<file path="src/inc/hcr_params.svh">
`ifndef HCR_PARAMS_SVH
`define HCR_PARAMS_SVH

// ----------------------------------------------------------------------
// Register offsets (byte addresses)
// ----------------------------------------------------------------------
`define HCR_OFS_CTRL_LO 8'h00
`define HCR_OFS_CTRL_HI 8'h04
`define HCR_OFS_DOORBELL 8'h08
`define HCR_OFS_STATUS 8'h0C

// ----------------------------------------------------------------------
// Control register fields
// ----------------------------------------------------------------------
`define HCR_CTRL_CYCLE_BIT 0
`define HCR_CTRL_STOP_BIT 1
`define HCR_CTRL_ABORT_BIT 2
`define HCR_CTRL_RUN_BIT 3
`define HCR_PTR_LSB 6
`define HCR_CTRL_RESET 32'h0000_0000

// ----------------------------------------------------------------------
// Doorbell fields
// ----------------------------------------------------------------------
`define HCR_DOORBELL_TARGET_FIELD_MSB 7
`define HCR_DB_STREAM_LSB 16
`define HCR_DOORBELL_TARGET_FIELD_HOST_CMD 8'h00
`define HCR_DB_STREAM_ZERO 16'h0000

// ----------------------------------------------------------------------
// Ring geometry
// ----------------------------------------------------------------------
`define HCR_BLOCK_BYTES 64'h0000_0000_0000_0010

// ----------------------------------------------------------------------
// Block type codes
// ----------------------------------------------------------------------
`define HCR_TYPE_STD_FIRST 6'h09
`define HCR_TYPE_STD_LAST 6'h17
`define HCR_TYPE_ADDR_DEV 6'h0B
`define HCR_TYPE_VEND_FIRST 6'h30
`define HCR_TYPE_VEND_LAST 6'h3F

// ----------------------------------------------------------------------
// Completion codes
// ----------------------------------------------------------------------
`define HCR_CC_SUCCESS 8'h01
`define HCR_CC_BLOCK_ERR 8'h02
`define HCR_CC_ABORTED 8'h03
`define HCR_CC_RING_STOPPED 8'h04

// ----------------------------------------------------------------------
// Setup request that the controller reserves to itself
// ----------------------------------------------------------------------
`define HCR_SETUP_DEFAULT_EP 4'h0
`define HCR_SETUP_STD_DEV_OUT 8'h00
`define HCR_SETUP_SET_ADDRESS 8'h05

`endif

</file>
<file path="src/inc/hcr_pkg.sv">
package hcr_pkg;

  // ----------------------------------------------------------------------
  // Command block as fetched from the ring
  // ----------------------------------------------------------------------
  typedef struct packed
  {
    logic [5:0] blk_type;
    logic [7:0] slot;
    logic [7:0] vf;
    logic block_set_address_flag;
    logic cycle;
  } hcr_cmd_t;

  // ----------------------------------------------------------------------
  // Completion event
  // ----------------------------------------------------------------------
  typedef struct packed
  {
    logic [63:0] ptr;
    logic [7:0] code;
    logic [7:0] slot;
    logic [7:0] vf;
  } hcr_evt_t;

  typedef enum logic [2:0]
  {
    ST_IDLE,
    ST_FETCH,
    ST_EXEC,
    ST_SETADDR,
    ST_POST,
    ST_STOP,
    ST_WAIT
  } hcr_state_t;

endpackage

</file>
<file path="src/core/hcr_engine.sv">
// Local design decisions: the placing of the registers and the plain strobed port.
`timescale 1ns/1ps
`include "hcr_params.svh"

// Notes on behaviour
// - Address-device with flag clear: controller itself sends SET_ADDRESS with assigned address.
// - Software SET_ADDRESS setup on endpoint zero is blocked with ring-block error.
// - Unrecognised block type completes with ring-block error.
// - One command ring; software produces, controller consumes, only defined types.
// - Dequeue pointer is internal, reported only in events, loaded from control register.
// - Each descriptor is one command block; software queues then rings doorbell.
// - After a doorbell, fetch and execute in order until empty or stopped.
// - One completion event per command with pointer, code, slot and function id.
// - Completion events follow ring order.
// - Vendor commands complete through the standard completion event.
// - Stop bit: finish current command, fetch no more, post ring-stopped with pointer.
// - Restart at newly written pointer, else at current dequeue pointer.
// - Abort during a command: post aborted, advance, then always post ring-stopped.
// - Abort between commands may post only ring-stopped.
module hcr_engine
(
  input wire logic clk_sys,
  input wire logic nrst,
  input wire logic [7:0] reg_addr,
  input wire logic [31:0] reg_wdata,
  input wire logic reg_wr,
  input wire logic reg_rd,
  output logic [31:0] reg_rdata,
  output logic mem_req,
  output logic [63:0] mem_addr,
  input wire logic mem_ack,
  input wire hcr_pkg::hcr_cmd_t mem_cmd,
  output logic exec_start,
  output hcr_pkg::hcr_cmd_t exec_cmd,
  output logic exec_abort,
  input wire logic exec_done,
  input wire logic [7:0] exec_code,
  input wire logic [6:0] exec_dev_addr,
  output logic setaddr_req,
  output logic [6:0] setaddr_addr,
  input wire logic setaddr_ack,
  output logic evt_valid,
  output hcr_pkg::hcr_evt_t evt_data,
  input wire logic evt_ready,
  input wire logic setup_valid,
  input wire logic [3:0] setup_ep,
  input wire logic [7:0] setup_req_type,
  input wire logic [7:0] setup_request,
  output logic setup_pass,
  output logic setup_block,
  output logic [7:0] setup_code,
  output logic ring_running_flag
);
  import hcr_pkg::*;

  // ----------------------------------------------------------------------
  // Decoding helpers
  // ----------------------------------------------------------------------
  function automatic logic is_vendor(input logic [5:0] t);
    is_vendor = t >= `HCR_TYPE_VEND_FIRST && t <= `HCR_TYPE_VEND_LAST;
  endfunction

  function automatic logic is_known(input logic [5:0] t);
    is_known = (t >= `HCR_TYPE_STD_FIRST && t <= `HCR_TYPE_STD_LAST) || is_vendor(t);
  endfunction

  function automatic logic needs_setaddr(input hcr_cmd_t c);
    needs_setaddr = c.blk_type == `HCR_TYPE_ADDR_DEV && !c.block_set_address_flag;
  endfunction

  hcr_state_t state_r;
  hcr_cmd_t cmd_r;
  hcr_evt_t evt_r;
  logic [63:0] deq_r;
  logic cycle_r;
  logic running_r;
  logic stop_pend_r;
  logic abort_pend_r;
  logic exec_start_r;
  logic [6:0] setaddr_addr_r;
  logic [7:0] last_code_r;
  logic [31:0] rdata_r;
  logic ctrl_lo_wr;
  logic ctrl_hi_wr;
  logic doorbell_hit;
  logic fetch_take;
  logic post_take;
  logic stop_take;
  logic ring_empty;

  // ----------------------------------------------------------------------
  // Register decode
  // ----------------------------------------------------------------------
  assign ctrl_lo_wr = reg_wr && reg_addr == `HCR_OFS_CTRL_LO;
  assign ctrl_hi_wr = reg_wr && reg_addr == `HCR_OFS_CTRL_HI;
  assign doorbell_hit = reg_wr && reg_addr == `HCR_OFS_DOORBELL
                        && reg_wdata[`HCR_DOORBELL_TARGET_FIELD_MSB:0] == `HCR_DOORBELL_TARGET_FIELD_HOST_CMD
                        && reg_wdata[31:`HCR_DB_STREAM_LSB] == `HCR_DB_STREAM_ZERO;

  assign fetch_take = state_r == ST_FETCH && mem_ack;
  assign ring_empty = mem_cmd.cycle != cycle_r;
  assign post_take = state_r == ST_POST && evt_ready;
  assign stop_take = state_r == ST_STOP && evt_ready;

  // ----------------------------------------------------------------------
  // Handshake outputs
  // ----------------------------------------------------------------------
  assign mem_req = state_r == ST_FETCH && !stop_pend_r && !abort_pend_r;
  assign mem_addr = deq_r;
  assign exec_start = exec_start_r;
  assign exec_cmd = cmd_r;
  assign exec_abort = (state_r == ST_EXEC || state_r == ST_SETADDR) && abort_pend_r;
  assign setaddr_req = state_r == ST_SETADDR;
  assign setaddr_addr = setaddr_addr_r;
  assign evt_valid = state_r == ST_POST || state_r == ST_STOP;
  assign evt_data = evt_r;
  assign reg_rdata = rdata_r;
  assign ring_running_flag = running_r;

  // ----------------------------------------------------------------------
  // Register read port
  // ----------------------------------------------------------------------
  always_ff @(posedge clk_sys or negedge nrst)
  begin
    if (!nrst)
    begin
      rdata_r <= 32'h0000_0000;
    end
    else if (reg_rd)
    begin
      case (reg_addr)
        `HCR_OFS_CTRL_LO: rdata_r <= {28'h000_0000, running_r, 3'h0};
        `HCR_OFS_STATUS: rdata_r <= {24'h00_0000, last_code_r};
        default: rdata_r <= 32'h0000_0000;
      endcase
    end
    else
    begin
      rdata_r <= 32'h0000_0000;
    end
  end

  // ----------------------------------------------------------------------
  // Dequeue pointer and consumer cycle state
  // ----------------------------------------------------------------------
  always_ff @(posedge clk_sys or negedge nrst)
  begin
    if (!nrst)
    begin
      deq_r <= 64'h0000_0000_0000_0000;
      cycle_r <= 1'b0;
    end
    else if (post_take)
    begin
      deq_r <= deq_r + `HCR_BLOCK_BYTES;
    end
    else if (!running_r && ctrl_lo_wr)
    begin
      deq_r[31:0] <= {reg_wdata[31:`HCR_PTR_LSB], 6'h00};
      cycle_r <= reg_wdata[`HCR_CTRL_CYCLE_BIT];
    end
    else if (!running_r && ctrl_hi_wr)
    begin
      deq_r[63:32] <= reg_wdata;
    end
  end

  // ----------------------------------------------------------------------
  // Stop and abort requests
  // ----------------------------------------------------------------------
  always_ff @(posedge clk_sys or negedge nrst)
  begin
    if (!nrst)
    begin
      stop_pend_r <= 1'b0;
      abort_pend_r <= 1'b0;
    end
    else
    begin
      if (running_r && ctrl_lo_wr && reg_wdata[`HCR_CTRL_STOP_BIT])
      begin
        stop_pend_r <= 1'b1;
      end
      else if (stop_take)
      begin
        stop_pend_r <= 1'b0;
      end
      if (running_r && ctrl_lo_wr && reg_wdata[`HCR_CTRL_ABORT_BIT])
      begin
        abort_pend_r <= 1'b1;
      end
      else if (stop_take)
      begin
        abort_pend_r <= 1'b0;
      end
    end
  end

  // ----------------------------------------------------------------------
  // Running flag
  // ----------------------------------------------------------------------
  always_ff @(posedge clk_sys or negedge nrst)
  begin
    if (!nrst)
    begin
      running_r <= 1'b0;
    end
    else if (stop_take)
    begin
      running_r <= 1'b0;
    end
    else if (doorbell_hit)
    begin
      running_r <= 1'b1;
    end
  end

  // ----------------------------------------------------------------------
  // Command sequencer
  // ----------------------------------------------------------------------
  always_ff @(posedge clk_sys or negedge nrst)
  begin
    if (!nrst)
    begin
      state_r <= ST_IDLE;
      cmd_r <= '0;
      evt_r <= '0;
      exec_start_r <= 1'b0;
      setaddr_addr_r <= 7'h00;
      last_code_r <= 8'h00;
    end
    else
    begin
      exec_start_r <= 1'b0;
      case (state_r)
        ST_IDLE:
        begin
          if (doorbell_hit)
          begin
            state_r <= ST_FETCH;
          end
        end
        ST_FETCH:
        begin
          if (stop_pend_r || abort_pend_r)
          begin
            state_r <= ST_STOP;
            evt_r <= '{ptr: deq_r, code: `HCR_CC_RING_STOPPED, slot: 8'h00, vf: 8'h00};
          end
          else if (fetch_take)
          begin
            cmd_r <= mem_cmd;
            if (ring_empty)
            begin
              state_r <= ST_WAIT;
            end
            else if (is_known(mem_cmd.blk_type))
            begin
              state_r <= ST_EXEC;
              exec_start_r <= 1'b1;
            end
            else
            begin
              state_r <= ST_POST;
              evt_r <= '{ptr: deq_r, code: `HCR_CC_BLOCK_ERR, slot: mem_cmd.slot, vf: mem_cmd.vf};
            end
          end
        end
        ST_EXEC:
        begin
          if (abort_pend_r)
          begin
            state_r <= ST_POST;
            evt_r <= '{ptr: deq_r, code: `HCR_CC_ABORTED, slot: cmd_r.slot, vf: cmd_r.vf};
          end
          else if (exec_done)
          begin
            if (needs_setaddr(cmd_r) && exec_code == `HCR_CC_SUCCESS)
            begin
              state_r <= ST_SETADDR;
              setaddr_addr_r <= exec_dev_addr;
            end
            else
            begin
              state_r <= ST_POST;
              evt_r <= '{ptr: deq_r, code: exec_code, slot: cmd_r.slot, vf: cmd_r.vf};
            end
          end
        end
        ST_SETADDR:
        begin
          if (abort_pend_r)
          begin
            state_r <= ST_POST;
            evt_r <= '{ptr: deq_r, code: `HCR_CC_ABORTED, slot: cmd_r.slot, vf: cmd_r.vf};
          end
          else if (setaddr_ack)
          begin
            state_r <= ST_POST;
            evt_r <= '{ptr: deq_r, code: `HCR_CC_SUCCESS, slot: cmd_r.slot, vf: cmd_r.vf};
          end
        end
        ST_POST:
        begin
          if (evt_ready)
          begin
            last_code_r <= evt_r.code;
            if (evt_r.code == `HCR_CC_ABORTED)
            begin
              state_r <= ST_STOP;
              evt_r <= '{ptr: deq_r + `HCR_BLOCK_BYTES, code: `HCR_CC_RING_STOPPED, slot: 8'h00, vf: 8'h00};
            end
            else
            begin
              state_r <= ST_FETCH;
            end
          end
        end
        ST_STOP:
        begin
          if (evt_ready)
          begin
            last_code_r <= evt_r.code;
            state_r <= ST_IDLE;
          end
        end
        ST_WAIT:
        begin
          if (stop_pend_r || abort_pend_r)
          begin
            state_r <= ST_STOP;
            evt_r <= '{ptr: deq_r, code: `HCR_CC_RING_STOPPED, slot: 8'h00, vf: 8'h00};
          end
          else if (doorbell_hit)
          begin
            state_r <= ST_FETCH;
          end
        end
        default:
        begin
          state_r <= ST_IDLE;
        end
      endcase
    end
  end

  // ----------------------------------------------------------------------
  // Setup stage filter
  // ----------------------------------------------------------------------
  hcr_setup_filter u_setup_filter
  (
    .clk_sys(clk_sys),
    .nrst(nrst),
    .setup_valid(setup_valid),
    .setup_ep(setup_ep),
    .setup_req_type(setup_req_type),
    .setup_request(setup_request),
    .setup_pass(setup_pass),
    .setup_block(setup_block),
    .setup_code(setup_code)
  );

  // ----------------------------------------------------------------------
  // Checks
  // ----------------------------------------------------------------------
  AST_UNKNOWN_TYPE: assert property (@(posedge clk_sys) disable iff (!nrst)
    mem_req && mem_ack && !ring_empty && !is_known(mem_cmd.blk_type)
    |=> state_r == ST_POST && evt_data.code == `HCR_CC_BLOCK_ERR)
    else $error("Unknown block type not completed with ring-block error");

  AST_SETADDR_ISSUE: assert property (@(posedge clk_sys) disable iff (!nrst)
    state_r == ST_EXEC && !abort_pend_r && exec_done && needs_setaddr(cmd_r) && exec_code == `HCR_CC_SUCCESS
    |=> setaddr_req && setaddr_addr == $past(exec_dev_addr))
    else $error("Controller did not issue SET_ADDRESS");

  AST_EVT_FIELDS: assert property (@(posedge clk_sys) disable iff (!nrst)
    state_r == ST_POST |-> evt_data.ptr == deq_r && evt_data.slot == cmd_r.slot && evt_data.vf == cmd_r.vf)
    else $error("Completion event fields do not match the command");

  AST_ORDER: assert property (@(posedge clk_sys) disable iff (!nrst)
    post_take |=> deq_r == $past(deq_r) + `HCR_BLOCK_BYTES)
    else $error("Dequeue pointer did not advance by one block");

  AST_STOP_EVENT: assert property (@(posedge clk_sys) disable iff (!nrst)
    state_r == ST_STOP |-> evt_valid && evt_data.code == `HCR_CC_RING_STOPPED && evt_data.ptr == deq_r)
    else $error("Ring-stopped event wrong");

  AST_NO_FETCH_STOP: assert property (@(posedge clk_sys) disable iff (!nrst)
    (stop_pend_r || abort_pend_r) && state_r == ST_FETCH |-> !mem_req ##1 state_r == ST_STOP)
    else $error("Fetch while stop pending");

  AST_ABORT_EXEC: assert property (@(posedge clk_sys) disable iff (!nrst)
    state_r == ST_EXEC && abort_pend_r |=> state_r == ST_POST && evt_data.code == `HCR_CC_ABORTED
    ##[1:1000] state_r == ST_STOP)
    else $error("Abort sequence wrong");

  AST_RUNNING_CLEAR: assert property (@(posedge clk_sys) disable iff (!nrst)
    stop_take |=> !ring_running_flag && state_r == ST_IDLE)
    else $error("Running flag not cleared after ring-stopped");

  AST_RESUME_PTR: assert property (@(posedge clk_sys) disable iff (!nrst)
    ctrl_lo_wr && !running_r && state_r == ST_IDLE |=> deq_r[31:0] == {$past(reg_wdata[31:`HCR_PTR_LSB]), 6'h00})
    else $error("Ring pointer write not loaded");

endmodule

</file>
<file path="src/core/hcr_setup_filter.sv">
`timescale 1ns/1ps
`include "hcr_params.svh"

module hcr_setup_filter
(
  input wire logic clk_sys,
  input wire logic nrst,
  input wire logic setup_valid,
  input wire logic [3:0] setup_ep,
  input wire logic [7:0] setup_req_type,
  input wire logic [7:0] setup_request,
  output logic setup_pass,
  output logic setup_block,
  output logic [7:0] setup_code
);
  import hcr_pkg::*;

  logic hit;

  assign hit = setup_ep == `HCR_SETUP_DEFAULT_EP && setup_req_type == `HCR_SETUP_STD_DEV_OUT
               && setup_request == `HCR_SETUP_SET_ADDRESS;

  // ----------------------------------------------------------------------
  // Pass or block each software setup stage
  // ----------------------------------------------------------------------
  always_ff @(posedge clk_sys or negedge nrst)
  begin
    if (!nrst)
    begin
      setup_pass <= 1'b0;
      setup_block <= 1'b0;
      setup_code <= 8'h00;
    end
    else
    begin
      setup_pass <= setup_valid && !hit;
      setup_block <= setup_valid && hit;
      if (setup_valid)
      begin
        setup_code <= hit ? `HCR_CC_BLOCK_ERR : `HCR_CC_SUCCESS;
      end
    end
  end

  AST_SETUP_BLOCK: assert property (@(posedge clk_sys) disable iff (!nrst)
    setup_valid && hit |=> setup_block && !setup_pass && setup_code == `HCR_CC_BLOCK_ERR)
    else $error("Software SET_ADDRESS setup was not blocked");

endmodule

</file>
<file path="config.mk">
export PLATFORM = sky130hd
export DESIGN_NAME = hcr_engine
export DESIGN_NICKNAME = d
export VERILOG_FILES = /design/src/inc/hcr_pkg.sv /design/src/core/hcr_engine.sv /design/src/core/hcr_setup_filter.sv
export VERILOG_INCLUDE_DIRS = /design/src /design/src/inc
export SDC_FILE = /design/constraint.sdc
export NUM_CORES = 1
export LEC_CHECK = 0
export BUFFER_PORTS_ARGS = -buffer_cell sky130_fd_sc_hd__buf_4
export CAP_MARGIN = 15
export CORE_AREA = 2 2 181 183
export DETAILED_ROUTE_END_ITERATION = 12
export DIE_AREA = 0 0 183 185
export PLACE_DENSITY = 0.66
export SLEW_MARGIN = 20
export SYNTH_ARGS = -nofsm -noshare
export SYNTH_HDL_FRONTEND = slang
export SYNTH_SLANG_ARGS = --single-unit
</file>
<file path="constraint.sdc">
create_clock -name clk_sys -period 4.9 [get_ports clk_sys]
set_input_delay 0 -clock clk_sys [delete_from_list [all_inputs] [get_ports clk_sys]]
set_output_delay 0 -clock clk_sys [all_outputs]
set_load 0.01 [all_outputs]
</file>
==> results summary, run 1 <==
The run finished with clean final reports. The total detailed-routing wirelength came out at just under 40 mm. The total via count in the routed design is around 11000. The core box area is approximately 32000 um^2. The static leakage power came out at between 0.006 and 0.007 uW. The area growth from synthesis to final layout came out at 36.2%.

The worst-case clock skew came out at roughly 0.018 ns. The internal portion of the total power is between 5000 and 6000 uW. The proportion of layout cells with a drive suffix above 1 came out at 0.266. After clock tree synthesis, the clock-pin slew on the worst setup and hold paths is 0.06 ns.

The final setup violation count came out at 0. The repair_antennas step left the layout with diodes totalling 0. The area share of the leading cell type in the synthesized netlist came out at 0.460. The worst-case IR drop observed on VDD is 0.000291 V. The instance area at placement came out at ~13000 um^2.

The number of hold buffers added after CTS came out at between 80 and 90. The headroom to the max-slew limit is 0.245. Dividing the detail-routed wire length by the instance count gives approximately 20 um. The detailed-placement wirelength estimate came out at ~28 mm.

The effective utilization at floorplan came out at 0.345. The number of hold violations in the final report is 0. The initialized floorplan defines 66 standard-cell rows.

The area of the mapped netlist is 11000 um^2. The netlist uses 72 different library cells. The clock tree from TritonCTS is built. The total global routing track utilization is 0.227.

The highest clock frequency the design can meet is 281 MHz. The number of violations reported at the end of detailed-routing iteration 0 came out at between 700 and 800. The later-pin clock latency in the skew report came out at about 0.54 ns.

The delay of the slowest critical-path stage is just under 0.7 ns. The share of the Yosys chip area taken by registers is 0.460. The clock period minus final worst setup slack came out at 3.56 ns. The total number of yosys warnings is 0. The number of buffers and inverters on the critical path came out at 1. The synthesized design contains 0 enable-type register cells. The arrival time at the worst endpoint is between 3 and 4 ns. Among all stages on the critical path, the largest delay is contributed by a41o_1. The count of cell instances traversed by the critical path came out at 7.

The share of total power dissipated in sequential elements is 0.352. The power density normalized to cell area came out at slightly below 600 nW/um^2. After synthesis, the share of flip-flops with an asynchronous set or reset is 1.00. In this run the worst setup path begins at state_r[0]. The number of gates resized after CTS was 0. STA classifies the critical path startpoint as a flop. The final cell area excluding filler cells is ~15000 um^2. The post-synthesis area per instance is between 9 and 10 um^2. The switching portion of total power is 0.424. In this run the count of I/O pins placed on the die edge is ~340. The sum of overflow across all layers after global routing is 0.

In the final timing run, aggregate negative setup slack is 0 ns. Once detail routing completed, the nets flagged for antenna violations numbered 0. The number of maximum-capacitance constraint violations is 0. The number of nets at the end of the flow is ~1700. The power dissipated by switching net loads is around 3700 uW. The most critical setup path has its endpoint at mem_addr[53]. The internal reg-to-reg setup slack came out at approximately 1.3 ns.

The ratio of routed vias to standard cells is roughly 5.4. The biggest area contributor in the post-synthesis netlist is dfrtp_1. The worst register-to-register path has a depth of 7.

After clock tree synthesis, the setup repair step added 0 buffers. Of all nets on the critical path, the largest fanout is 35. The via count of the first global-routing pass came out at approximately 10000. In this run the horizontal extent of the chip is between 150 and 200 um.

The clock group share of total power is 0.208. The number of buffers added by the clock tree synthesis step is 24. Routability-driven placement finished with a final weighted congestion of roughly 0.96. Yosys attributes the largest share of cell area to dfrtp_1, nor2_1, a21oi_1, mux2_2, xnor2_1.

CTS saw 203 sinks. The first global-routing pass estimated roughly 60 mm of wire. The layout has slightly above 3000 filler cells. The clock tree buffer depth is 3. The worst-margin pin slew came out at roughly 1.1 ns. The quantity of I/O buffers inserted on ports is 300.

The number of pins with negative max-slew slack in the final report is 0. The y dimension of the die is roughly 190 um. After technology mapping, the gate count stands at between 1000 and 1500. In this run the clock root is driven by a clkbuf_16. The signal on the critical path passes through nor3b_2, buf_4, and2_2, a41o_1, nand2_2, o311ai_0, o311ai_1. The part of the cycle the worst path needs is 0.726.

Setup repair after global routing left no endpoint under its margin. Broken down by cell family, the worst path's largest delay share belongs to simple AND/OR/NAND/NOR gates. The worst register-to-register path begins at state_r[0]. The register bit count reported by yosys came out at around 200. The first TritonRoute pass finished after 5 iterations. The initial antenna violation count came out at 0. The largest net degree at the start of global routing is 95. The critical path in this run is classified as reg -> reg. The required time reported for the critical path endpoint is 5.29 ns. The die area came out at around 34000 um^2. For this run, the leading register cell type out of synthesis is dfrtp_1.

For this run, the share of the core covered by cells in the final layout is 0.469. The total power came out at roughly 9000 uW. For this run, design rule violations remaining after detail routing come to 0. The kind of end point of the critical path is a flop. The endpoint identified for the worst register-to-register timing path is mem_addr[53]. The path class of the tightest hold or removal check is in -> reg. Of the total power, combinational logic draws 0.440. CTS built an H-tree with a depth of 1.
worst min-delay path by stage:
stage / startpoint / endpoint / slack [ns] / cells past startpoint
after CTS: reg_addr[4] / ring_running_flag / 0.01 / 5
after global routing: reg_addr[4] / mem_addr[5] / 0.05 / 4
after detailed placement: nrst / evt_data[31] / 0.15 / 1
after global placement: nrst / evt_data[31] / 0.14 / 1
after floorplan: nrst / abort_pend_r / -0.30 / 0
final: setup_request[6] / u_setup_filter.setup_code[1] / 0.02 / 5
placed cells by master, fill, tap and decap left out, drive strengths merged, types with 4 or more instances in the layout:
| master | count |
|---|---|
| a211oi | 17 |
| a21oi | 123 |
| a22oi | 17 |
| a311oi | 11 |
| a31oi | 10 |
| and2 | 16 |
| and3 | 12 |
| and4 | 8 |
| buf | 309 |
| clkbuf | 34 |
| clkinv | 4 |
| conb | 38 |
| dfrtp | 203 |
| dlygate4sd3 | 87 |
| inv | 24 |
| mux2 | 35 |
| nand2 | 88 |
| nand2b | 5 |
| nand3 | 45 |
| nand4 | 33 |
| nor2 | 172 |
| nor2b | 6 |
| nor3 | 44 |
| nor3b | 4 |
| nor4 | 34 |
| nor4b | 4 |
| o21ai | 56 |
| o22ai | 12 |
| o311ai | 4 |
| o31ai | 5 |
| o32ai | 5 |
| or3 | 7 |
| or4 | 4 |
| xnor2 | 43 |
| xor2 | 14 |
layout make-up:
class                           instances  area (um^2)  share of cell area
Clock buffer                           33          674              0.0449
Clock inverter                         10          123             0.00816
Tap cell                              408          510              0.0340
Timing Repair Buffer                  397         3220               0.214
Sequential cell                       203         5080               0.338
Multi-Input combinational cell        904         5350               0.355
Inverter                               23         86.3             0.00574
worst min-delay path, delay by kind of cell:
| kind | cells | cell delay [ns] |
|---|---|---|
| simple gates | 3 | 0.17 |
| mux | 1 | 0.25 |
| buf+inv | 1 | 0.08 |
through the flow:
stage          std cells  worst slack (ns)  hold WS (ns)
6_report            1978              1.34        0.0222
5_1_grt             1978              1.24        0.0459
4_1_cts             1978              1.52        0.0124
3_5_place_dp        1848              1.55         0.145
3_3_place_gp        1848              1.21         0.140
2_1_floorplan       1255              2.72        -0.296
sequential cells by signal, indices dropped and copies added, names as in the netlist, 2 cells and up:
| signal | cells |
|---|---|
| reg_rdata | 8 |
| evt_data | 84 |
| u_setup_filter.setup_code | 2 |
| setaddr_addr | 7 |
| exec_cmd | 24 |
| state_r | 3 |
| mem_addr | 60 |
| last_code_r | 8 |
per-layer routing:
metal  global-route usage  share of wire  up-vias
li1                     -              -     4938
met1                0.302           0.42     5163
met2                0.349           0.45      504
met3               0.0478          0.076      114
met4                0.114          0.051        0
met5                    0              0        -
power groups by stage:
stage / logic (uW) / clock network (uW) / registers (uW)
final: 3890 / 1840 / 3120
after global routing: 4250 / 1940 / 3220
after CTS: 3890 / 1870 / 3100
after detailed placement: 3830 / 0 / 3120
after global placement: 3780 / 0 / 3090
after floorplan: 2120 / 0 / 3070
cells in the mapped netlist (all sizes together), types with 11 or more instances:
library cell,n
nor2,172
a22oi,17
a21oi,123
o21ai,56
xor2,14
and2,16
nand2,88
mux2,35
nor4,34
o22ai,12
dfrtp,203
nor3,44
inv,23
a211oi,17
buf,86
nand4,33
xnor2,43
clkbuf,39
nand3,45
a311oi,11
and3,12
cells by family (layout without fill, tap and decap cells):
group	after synthesis	in the layout	synth area share
xor+xnor	57	57	0.0452
flops	203	203	0.460
fa+ha+maj	1	1	0.00113
simple gates	490	490	0.232
other cells	1	38	0.000340
compound gates	283	283	0.155
mux	35	35	0.0357
buf+inv	148	463	0.0707
Note: power is estimated with default switching activity, not from simulation.
==> inputs of run 2 (changes only) <==
- ABC_AREA: unset -> 1
- CORE_AREA: 2 2 181 183 -> 2 2 188 190
- DIE_AREA: 0 0 183 185 -> 0 0 190 192
- PLACE_DENSITY: 0.66 -> 0.65
- clock period: 4.9 -> 3.3 ns (I/O delays scaled with it)
==> run 2 against run 1 <==
  * Synthesized cell count is 39% higher
  * Clock power is 52% higher
  * Cell count is 30% higher
  * Count of clock-buffer cells in the layout is 1 higher
  * Wire length is 35% higher
  * Die area is 7.8% higher
  * Cell area is 9.5% higher
  * Sequential share of layout area is 2.9 points lower
  * Non-clock buffer count is 36 higher
  * Total power is 72% higher
==> results summary, run 2 <==
The post-CTS setup buffer count is 0 (unchanged). The number of unique standard cell types used by synthesis was 40 (was 72). The detailed-placement wirelength estimate is 40.4 mm (was 28.3 mm). The last weighted congestion value of the routability-driven placer came out at 0.995 (was 0.961).

Leading cell types in the layout, fill and taps excluded: nand2_1, buf_4, nor2_1 (was buf_4, dfrtp_1, nor2_1). The number of hold violations in the final report came out at 0 (unchanged). The highest clock frequency the design can meet is 349 MHz (was 281 MHz). The area of the mapped netlist came out at 11900 um^2 (was 11000 um^2).

The path class of the lowest-slack min-delay path is in -> reg (unchanged). The number of buffers added by the clock tree synthesis step is 25 (was 24). The post-route antenna net violation count came out at 0 (unchanged). The required time reported for the critical path endpoint was 3.78 ns (was 5.29 ns).

Critical Path, Cell by Cell: inv_1, nand2_1, nor2_1, nand4_1, inv_1, nand3_1, dlygate4sd3_1, nand2_1, dlygate4sd3_1 (was nor3b_2, buf_4, and2_2, a41o_1, nand2_2, o311ai_0, o311ai_1). The reg-to-reg critical path startpoint is abort_pend_r (was state_r[0]). The library cell used as clock root buffer is clkbuf_16 (unchanged). The fraction of the core area covered by cells at the end of the flow is 0.480 (was 0.469).

The total detailed-routing wirelength is 53.3 mm (was 39.5 mm). The most frequently used flop master after synthesis is dfrtp_1 (unchanged). The via count of the first global-routing pass came to 13167 (was 10473).

The ratio of routed vias to standard cells is 5.21 (was 5.42). The delay of the slowest critical-path stage is 0.60 ns (was 0.69 ns). The first-pass GRT wire length is 80.4 mm (was 60.5 mm).

The part of the cycle the worst path needs came to 0.869 (was 0.726). The origin of the worst setup path is abort_pend_r (was state_r[0]). The effective utilization at floorplan is 0.348 (was 0.345). The number of H-tree levels came out at 1 (unchanged). The worst-case clock skew is 0.0185 ns (was 0.0178 ns). Ranking of synthesized cells by instance count: nand2_1, nor2_1, dfrtp_1 (was dfrtp_1, nor2_1, a21oi_1). The final routed wire length divided by cell count came out at 20.8 um (was 20.0 um). The number of synthesized flops with an enable pin is 0 (unchanged).

The sum of overflow across all layers after global routing is 0 (unchanged). The kind of end point of the critical path is a flop (unchanged). The post-detailed-route DRC marker count came out at 0 (unchanged).

The clock tree from TritonCTS is built (unchanged). The number of pins with negative max-slew slack in the final report came to 0 (unchanged). The detailed-router iteration count before antenna repair is 5 (unchanged). The number of hold buffers added after CTS is 101 (was 87).

Result of the run: finished, final reports clean (unchanged). The most frequent standard cell in the layout excluding fill and tap cells is nand2_1 (was buf_4). The last element of the critical path was setaddr_addr[4] (was mem_addr[53]). The power density normalized to cell area came to 926 nW/um^2 (was 588 nW/um^2). The register bit count reported by yosys is 203 (unchanged). The library cell contributing the largest single delay on the critical path is dlygate4sd3_1 (was a41o_1). The number of stages on the worst hold path came to 4 (was 5). The clock net sink count is 203 (unchanged). The area growth from synthesis to final layout is 38.1% (was 36.2%). The startpoint kind of the worst setup timing path was a flop (unchanged). The initial antenna violation count came out at 1 (was 0). The largest net degree at the start of global routing came out at 85 (was 95). The clock period minus final worst setup slack came out at 2.87 ns (was 3.56 ns).

The later-pin clock latency in the skew report is 0.55 ns (was 0.54 ns). The quantity of I/O buffers inserted on ports came out at 300 (unchanged). The type of the setup path with the least slack is reg -> reg (unchanged). The die area is 36500 um^2 (was 33900 um^2). The highest fanout seen on the critical path is 8 (was 35). The clock tree buffer depth is 3 (unchanged). The post-route setup TNS came out at 0 ns (unchanged).

The number of instances in the synthesized netlist came out at 1689 (was 1218). The number of maximum-capacitance constraint violations is 0 (unchanged). The static leakage power came out at 0.00782 uW (was 0.00629 uW). The number of placement rows came out at 68 (was 66). The worst ir drop on vdd came out at 0.000606 V (was 0.000291 V).

The clock-pin slew on the worst setup and hold paths came out at 0.06 ns (about the same). The core box area is 34300 um^2 (was 32000 um^2). The total via count in the routed design came out at 13370 (was 10719). The y dimension of the die came out at 192 um (was 185 um). The final setup violation count came to 0 (unchanged).

Setup repair after global routing missed its margin: no (unchanged). The number of violations reported at the end of detailed-routing iteration 0 is 1278 (was 752). The post-synthesis async set-or-reset flop share came out at 1.00 (unchanged). The post-synthesis area per instance was 7.06 um^2 (was 9.07 um^2). The endpoint of the worst register-to-register path is setaddr_addr[4] (was mem_addr[53]). The headroom to the max-slew limit is 0.466 (was 0.245). The number of nets at the end of the flow was 2200 (was 1662). The total number of yosys warnings was 0 (unchanged).

The proportion of layout cells with a drive suffix above 1 is 0.195 (was 0.266). The number of flip-flops in the largest register is 84 (unchanged). The area share of the leading cell type in the synthesized netlist was 0.426 (was 0.460).

The number of I/O pins came to 339 (unchanged). The worst-margin pin slew is 0.800 ns (was 1.13 ns). The path depth of the worst reg2reg path is 9 (was 7). The most frequent cell after synthesis is nand2_1 (was dfrtp_1). The cell type contributing the most total cell area after synthesis is dfrtp_1 (unchanged). The die outline width is 190 um (was 183 um). The number of gates given a new drive strength after cts came out at 0 (unchanged). The internal reg-to-reg setup slack is 0.43 ns (was 1.34 ns). The total power came to 15300 uW (was 8850 uW). Largest cells by area after synthesis: dfrtp_1, nand2_1, nor2_1, nand3_1, inv_1 (was dfrtp_1, nor2_1, a21oi_1, mux2_2, xnor2_1). The total global routing track utilization is 0.292 (was 0.227). The arrival time at the worst endpoint came to 3.35 ns (was 3.95 ns). The share of the yosys chip area belonging to registers is 0.426 (was 0.460).
-- run 2: cell types whose count changed after synthesis, moves of 54 or more --
cell / previous run / this run
a21oi_1: 123 / 12
inv_1: 23 / 145
nand2_1: 87 / 466
nand3_1: 44 / 138
nor2_1: 172 / 296
o21ai_0: 46 / 100
-- run 2: worst min-delay path by stage --
stage	from	to	slack (ns)
after detailed placement	nrst	mem_addr[10]	0.04
after CTS	reg_addr[2]	reg_rdata[3]	0.006
after global routing	nrst	mem_addr[16]	0.07
after global placement	nrst	mem_addr[10]	0.04
final	reg_addr[2]	reg_rdata[3]	0.01
after floorplan	nrst	abort_pend_r	-0.30
-- run 2: area by class of cell --
cell class | instances | area [um^2]
inverters | 150 | 563
diodes | 1 | 2.50
multi-input cells | 1278 | 5880
clock inverters | 10 | 111
fillers | 3374 | 17800
repair buffers | 433 | 3550
flip-flops and latches | 203 | 5080
clock buffers | 34 | 709
well taps | 455 | 569
-- run 2: report_power, final --
part / total (uW) / internal, uW / switching, uW
combinational: 7540 / 3050 / 4480
clock: 2800 / 1660 / 1150
sequential: 4920 / 3580 / 1340
-- run 2: kinds of logic (layout without fill, tap and decap cells) --
logic type | after synthesis | count (layout) | share of synthesized area
flip-flops | 203 | 203 | 0.426
AND/OR/NAND/NOR | 983 | 983 | 0.342
XOR/XNOR | 22 | 22 | 0.0162
multiplexers | 18 | 18 | 0.0170
buffers and inverters | 245 | 627 | 0.0925
AO/OA/AOI/OAI | 216 | 216 | 0.105
other | 1 | 39 | 0.000314
adder cells (fa/ha/maj) | 1 | 1 | 0.00105
-- run 2: metrics by stage --
step	worst slack, ns	cell area (um^2)	instances	hold slack [ns]
2_1_floorplan	1.39	12100	1726	-0.296
3_3_place_gp	0.836	14600	2418	0.0385
3_5_place_dp	0.780	14600	2418	0.0395
4_1_cts	0.462	16500	2563	0.00593
5_1_grt	0.216	16500	2564	0.0687
6_report	0.433	16500	2564	0.0129
-- run 2: critical path: cells and delay by family (launching register included) --
| kind | cells | cell delay, ns |
|---|---|---|
| buffers and inverters | 4 | 1.64 |
| AND/OR/NAND/NOR | 5 | 0.71 |
| flip-flops | 1 | 0.45 |
-- run 2: routing by layer --
| layer | global-route usage | wire (um) | vias to the layer above |
|---|---|---|---|
| met5 | 0 | 0 | - |
| met4 | 0.115 | 2310 | 0 |
| met3 | 0.0479 | 4330 | 126 |
| met2 | 0.488 | 25000 | 683 |
| met1 | 0.377 | 21700 | 6335 |
| li1 | - | - | 6226 |
==> inputs of run 3 (changes only) <==
- CORE_AREA: 2 2 188 190 -> 2 2 189 191
- DIE_AREA: 0 0 190 192 -> 0 0 191 193
- PLACE_DENSITY: 0.65 -> unset
- SYNTH_HIERARCHICAL: unset -> 1
- clock period: 3.3 -> 3.65 ns (I/O delays scaled with it)
==> run 3 against run 2 <==
  * Count of clock-buffer cells in the layout decreased by 5
  * Register-to-register slack improved by 0.33 ns
  * Cell area decreased by 0.74%
  * Worst setup slack improved by 0.27 ns
  * Global-route usage decreased by 2.5 points
  * Total power decreased by 18%
  * Critical path depth increased by 2
  * Cell count increased by 0.62%
  * Via count decreased by 2.6%
  * Clock power decreased by 10%
  * Highest routed layer unchanged
==> results summary, run 3 <==
The largest net degree at the start of global routing came out at 96 (was 85). The y dimension of the die is 193 um (was 192 um). The number of pins with negative max-slew slack in the final report came out at 0 (unchanged). The quantity of I/O buffers inserted on ports is 300 (unchanged). The total number of yosys warnings is 6 (was 0).

The instance area at placement came out at 14600 um^2 (about the same). The post-CTS setup buffer count is 0 (unchanged). The post-route antenna net violation count was 0 (unchanged). The post-synthesis async set-or-reset flop share is 1.00 (unchanged).

Largest cells by area after synthesis: dfrtp_1, nand2_1, nor2_1, nand3_1, inv_1 (unchanged). The number of H-tree levels came out at 1 (unchanged). The total detailed-routing wirelength is 49.5 mm (was 53.3 mm). The library cell contributing the largest single delay on the critical path is dlygate4sd3_1 (unchanged).

The area of the mapped netlist is 12000 um^2 (was 11900 um^2). The most frequent standard cell in the layout excluding fill and tap cells is nand2_1 (unchanged). The worst-case clock skew came out at 0.0117 ns (was 0.0185 ns). The fraction of the core area covered by cells at the end of the flow came out at 0.467 (was 0.480). The area growth from synthesis to final layout was 35.8% (was 38.1%).

The most frequently used flop master after synthesis was dfrtp_1 (unchanged). The final setup violation count is 0 (unchanged). The first-pass GRT wire length came to 75.2 mm (was 80.4 mm). The worst-margin pin slew is 0.924 ns (was 0.800 ns).

The number of hold violations in the final report came out at 0 (unchanged). Setup repair after global routing missed its margin: no (unchanged). The number of violations reported at the end of detailed-routing iteration 0 is 1145 (was 1278). The number of maximum-capacitance constraint violations is 0 (unchanged). The path class of the lowest-slack min-delay path is in -> reg (unchanged).

The post-synthesis area per instance was 6.99 um^2 (was 7.06 um^2). The number of placement rows came out at 69 (was 68). The number of antenna diodes is 0 (was 1).

The required time reported for the critical path endpoint came out at 4.10 ns (was 3.78 ns). The total global routing track utilization was 0.267 (was 0.292). Leading cell types in the layout, fill and taps excluded: nand2_1, buf_4, nor2_1 (unchanged). The initial antenna violation count was 0 (was 1). The startpoint kind of the worst setup timing path is an input pin (was flop).

The static leakage power is 0.00784 uW (was 0.00782 uW). The library cell used as clock root buffer is clkbuf_16 (unchanged). The number of instances in the synthesized netlist is 1723 (was 1689). The delay of the slowest critical-path stage came out at 0.56 ns (was 0.60 ns).

The most frequent cell after synthesis was nand2_1 (unchanged). The final hold slack is 0.0196 ns (was 0.0129 ns). The later-pin clock latency in the skew report came to 0.55 ns (about the same). The highest clock frequency the design can meet came out at 340 MHz. The part of the cycle the worst path needs is 0.806. The ratio of routed vias to standard cells came out at 5.05 (was 5.21). The type of the setup path with the least slack is in -> reg (was reg -> reg). The post-detailed-route DRC marker count came out at 0 (unchanged). The number of buffers added by the clock tree synthesis step came out at 25 (unchanged).

The arrival time at the worst endpoint was 3.39 ns (was 3.35 ns). The post-route setup TNS came out at 0 ns (unchanged). The via count of the first global-routing pass came out at 12960 (was 13167). The total via count in the routed design was 13022 (was 13370). The effective utilization at floorplan came to 0.344 (was 0.348). The area share of the leading cell type in the synthesized netlist is 0.422 (was 0.426). Critical Path, Cell by Cell: dlygate4sd3_1, buf_4, nor2_1, dlygate4sd3_1, nand2_1, dlygate4sd3_1, nor2_1, dlygate4sd3_1, nand3b_1, dlygate4sd3_1, nor2_1 (was inv_1, nand2_1, nor2_1, nand4_1, inv_1, nand3_1, dlygate4sd3_1, nand2_1, dlygate4sd3_1). Subtracting the final worst setup slack from the clock period gives between 2 and 3 ns.

The final routed wire length divided by cell count came to 19.2 um (was 20.8 um). The die outline width came to 191 um (was 190 um). The share of the yosys chip area belonging to registers is 0.422 (was 0.426).

The number of synthesized flops with an enable pin came out at 0 (unchanged). The proportion of layout cells with a drive suffix above 1 came out at 0.189 (was 0.195). The number of nets at the end of the flow came out at 2212 (was 2200). The register bit count reported by yosys is 203 (unchanged). The number of flip-flops in the largest register was 84 (unchanged).

The worst ir drop on vdd is 0.000446 V (was 0.000606 V). Ranking of synthesized cells by instance count: nand2_1, nor2_1, dfrtp_1 (unchanged). The die area came out at 36900 um^2 (was 36500 um^2). The highest fanout seen on the critical path came to 2 (was 8). The detailed-router iteration count before antenna repair came out at 6 (was 5). The clock net sink count is 203 (unchanged). The headroom to the max-slew limit came out at 0.380 (was 0.466). The number of I/O pins is 339 (unchanged).

The detailed-placement wirelength estimate came out at 36.7 mm (was 40.4 mm). The number of gates given a new drive strength after cts is 0 (unchanged). The clock tree buffer depth came out at 3 (unchanged).

The cell occurring most often along the worst timing path is dlygate4sd3_1. The final cell area excluding filler cells came out at 16300 um^2 (was 16500 um^2). The power density normalized to cell area came out at 763 nW/um^2 (was 926 nW/um^2). The number of unique standard cell types used by synthesis is 42 (was 40). The clock-pin slew on the worst setup and hold paths came out at 0.06 ns (about the same). The total of fill cells in the finished design was 3522 (was 3374).

The sum of overflow across all layers after global routing is 0 (unchanged). The kind of end point of the critical path is a flop (unchanged). The core box area is 35000 um^2 (was 34300 um^2). The last weighted congestion value of the routability-driven placer came to 0.979 (was 0.995). The clock tree from TritonCTS was built (unchanged). Result of the run: finished, final reports clean (unchanged). The cell type contributing the most total cell area after synthesis is dfrtp_1 (unchanged).
[run 3: where the power goes]
group	total [uW]	leakage [uW]	switching [uW]	internal, uW
sequential	4360	0.00260	1180	3180
clock	2520	0.000397	1040	1480
combinational	5590	0.00484	3260	2320
total	12500	0.00784	5480	6990
[run 3: metrics by stage]
stage	worst slack (ns)	std cells	power (uW)
after floorplan	1.78	1759	7190
after global placement	0.836	2442	9810
after detailed placement	0.776	2442	9880
after CTS	0.763	2580	12500
after global routing	0.479	2580	13400
final	0.706	2580	12500
[run 3: logic make-up after synthesis]
logic type               share of synthesized area
multiplexers                                0.0103
XOR/XNOR                                    0.0233
AO/OA/AOI/OAI                                0.103
AND/OR/NAND/NOR                              0.338
adder cells (fa/ha/maj)                    0.00104
buffers and inverters                        0.102
other                                     0.000624
flip-flops                                   0.422
[run 3: per-layer routing]
layer	part of all wire	GRT usage
met5	0	0
met2	0.46	0.438
met1	0.41	0.347
met3	0.089	0.0606
met4	0.032	0.0921
[run 3: path summary, 6_finish.rpt]
check	start	to	slack (ns)	cells after the start
max in group asynchronous	nrst	evt_data[35]	2.63	3
setup / recovery	setup_request[3]	u_setup_filter/setup_block	0.71	11
min in group asynchronous	nrst	evt_data[53]	0.09	2
hold reg to reg	evt_data[84]	evt_data[84]	0.48	2
hold / removal	mem_ack	exec_start	0.02	4
setup reg to reg	state_r[0]	evt_data[47]	0.76	12
[run 3: timing repair]
action,CTS,global route
hold buffers,95,0
setup endpoints to repair,0,0
hold endpoints to repair,222,0
[run 3: cell type report]
cell class	count	area [um^2]	area share
Tap cell	461	577	0.0353
Sequential cell	203	5080	0.311
Multi-Input combinational cell	1287	5880	0.359
Timing Repair Buffer	413	3360	0.205
Clock buffer	29	651	0.0398
Inverter	173	652	0.0399
Clock inverter	14	154	0.00942
[run 3: worst max-delay path: cells and delay by family]
kind                   cells  cell delay [ns]
buffers and inverters      6             2.91
and+or+nand+nor            5             0.49
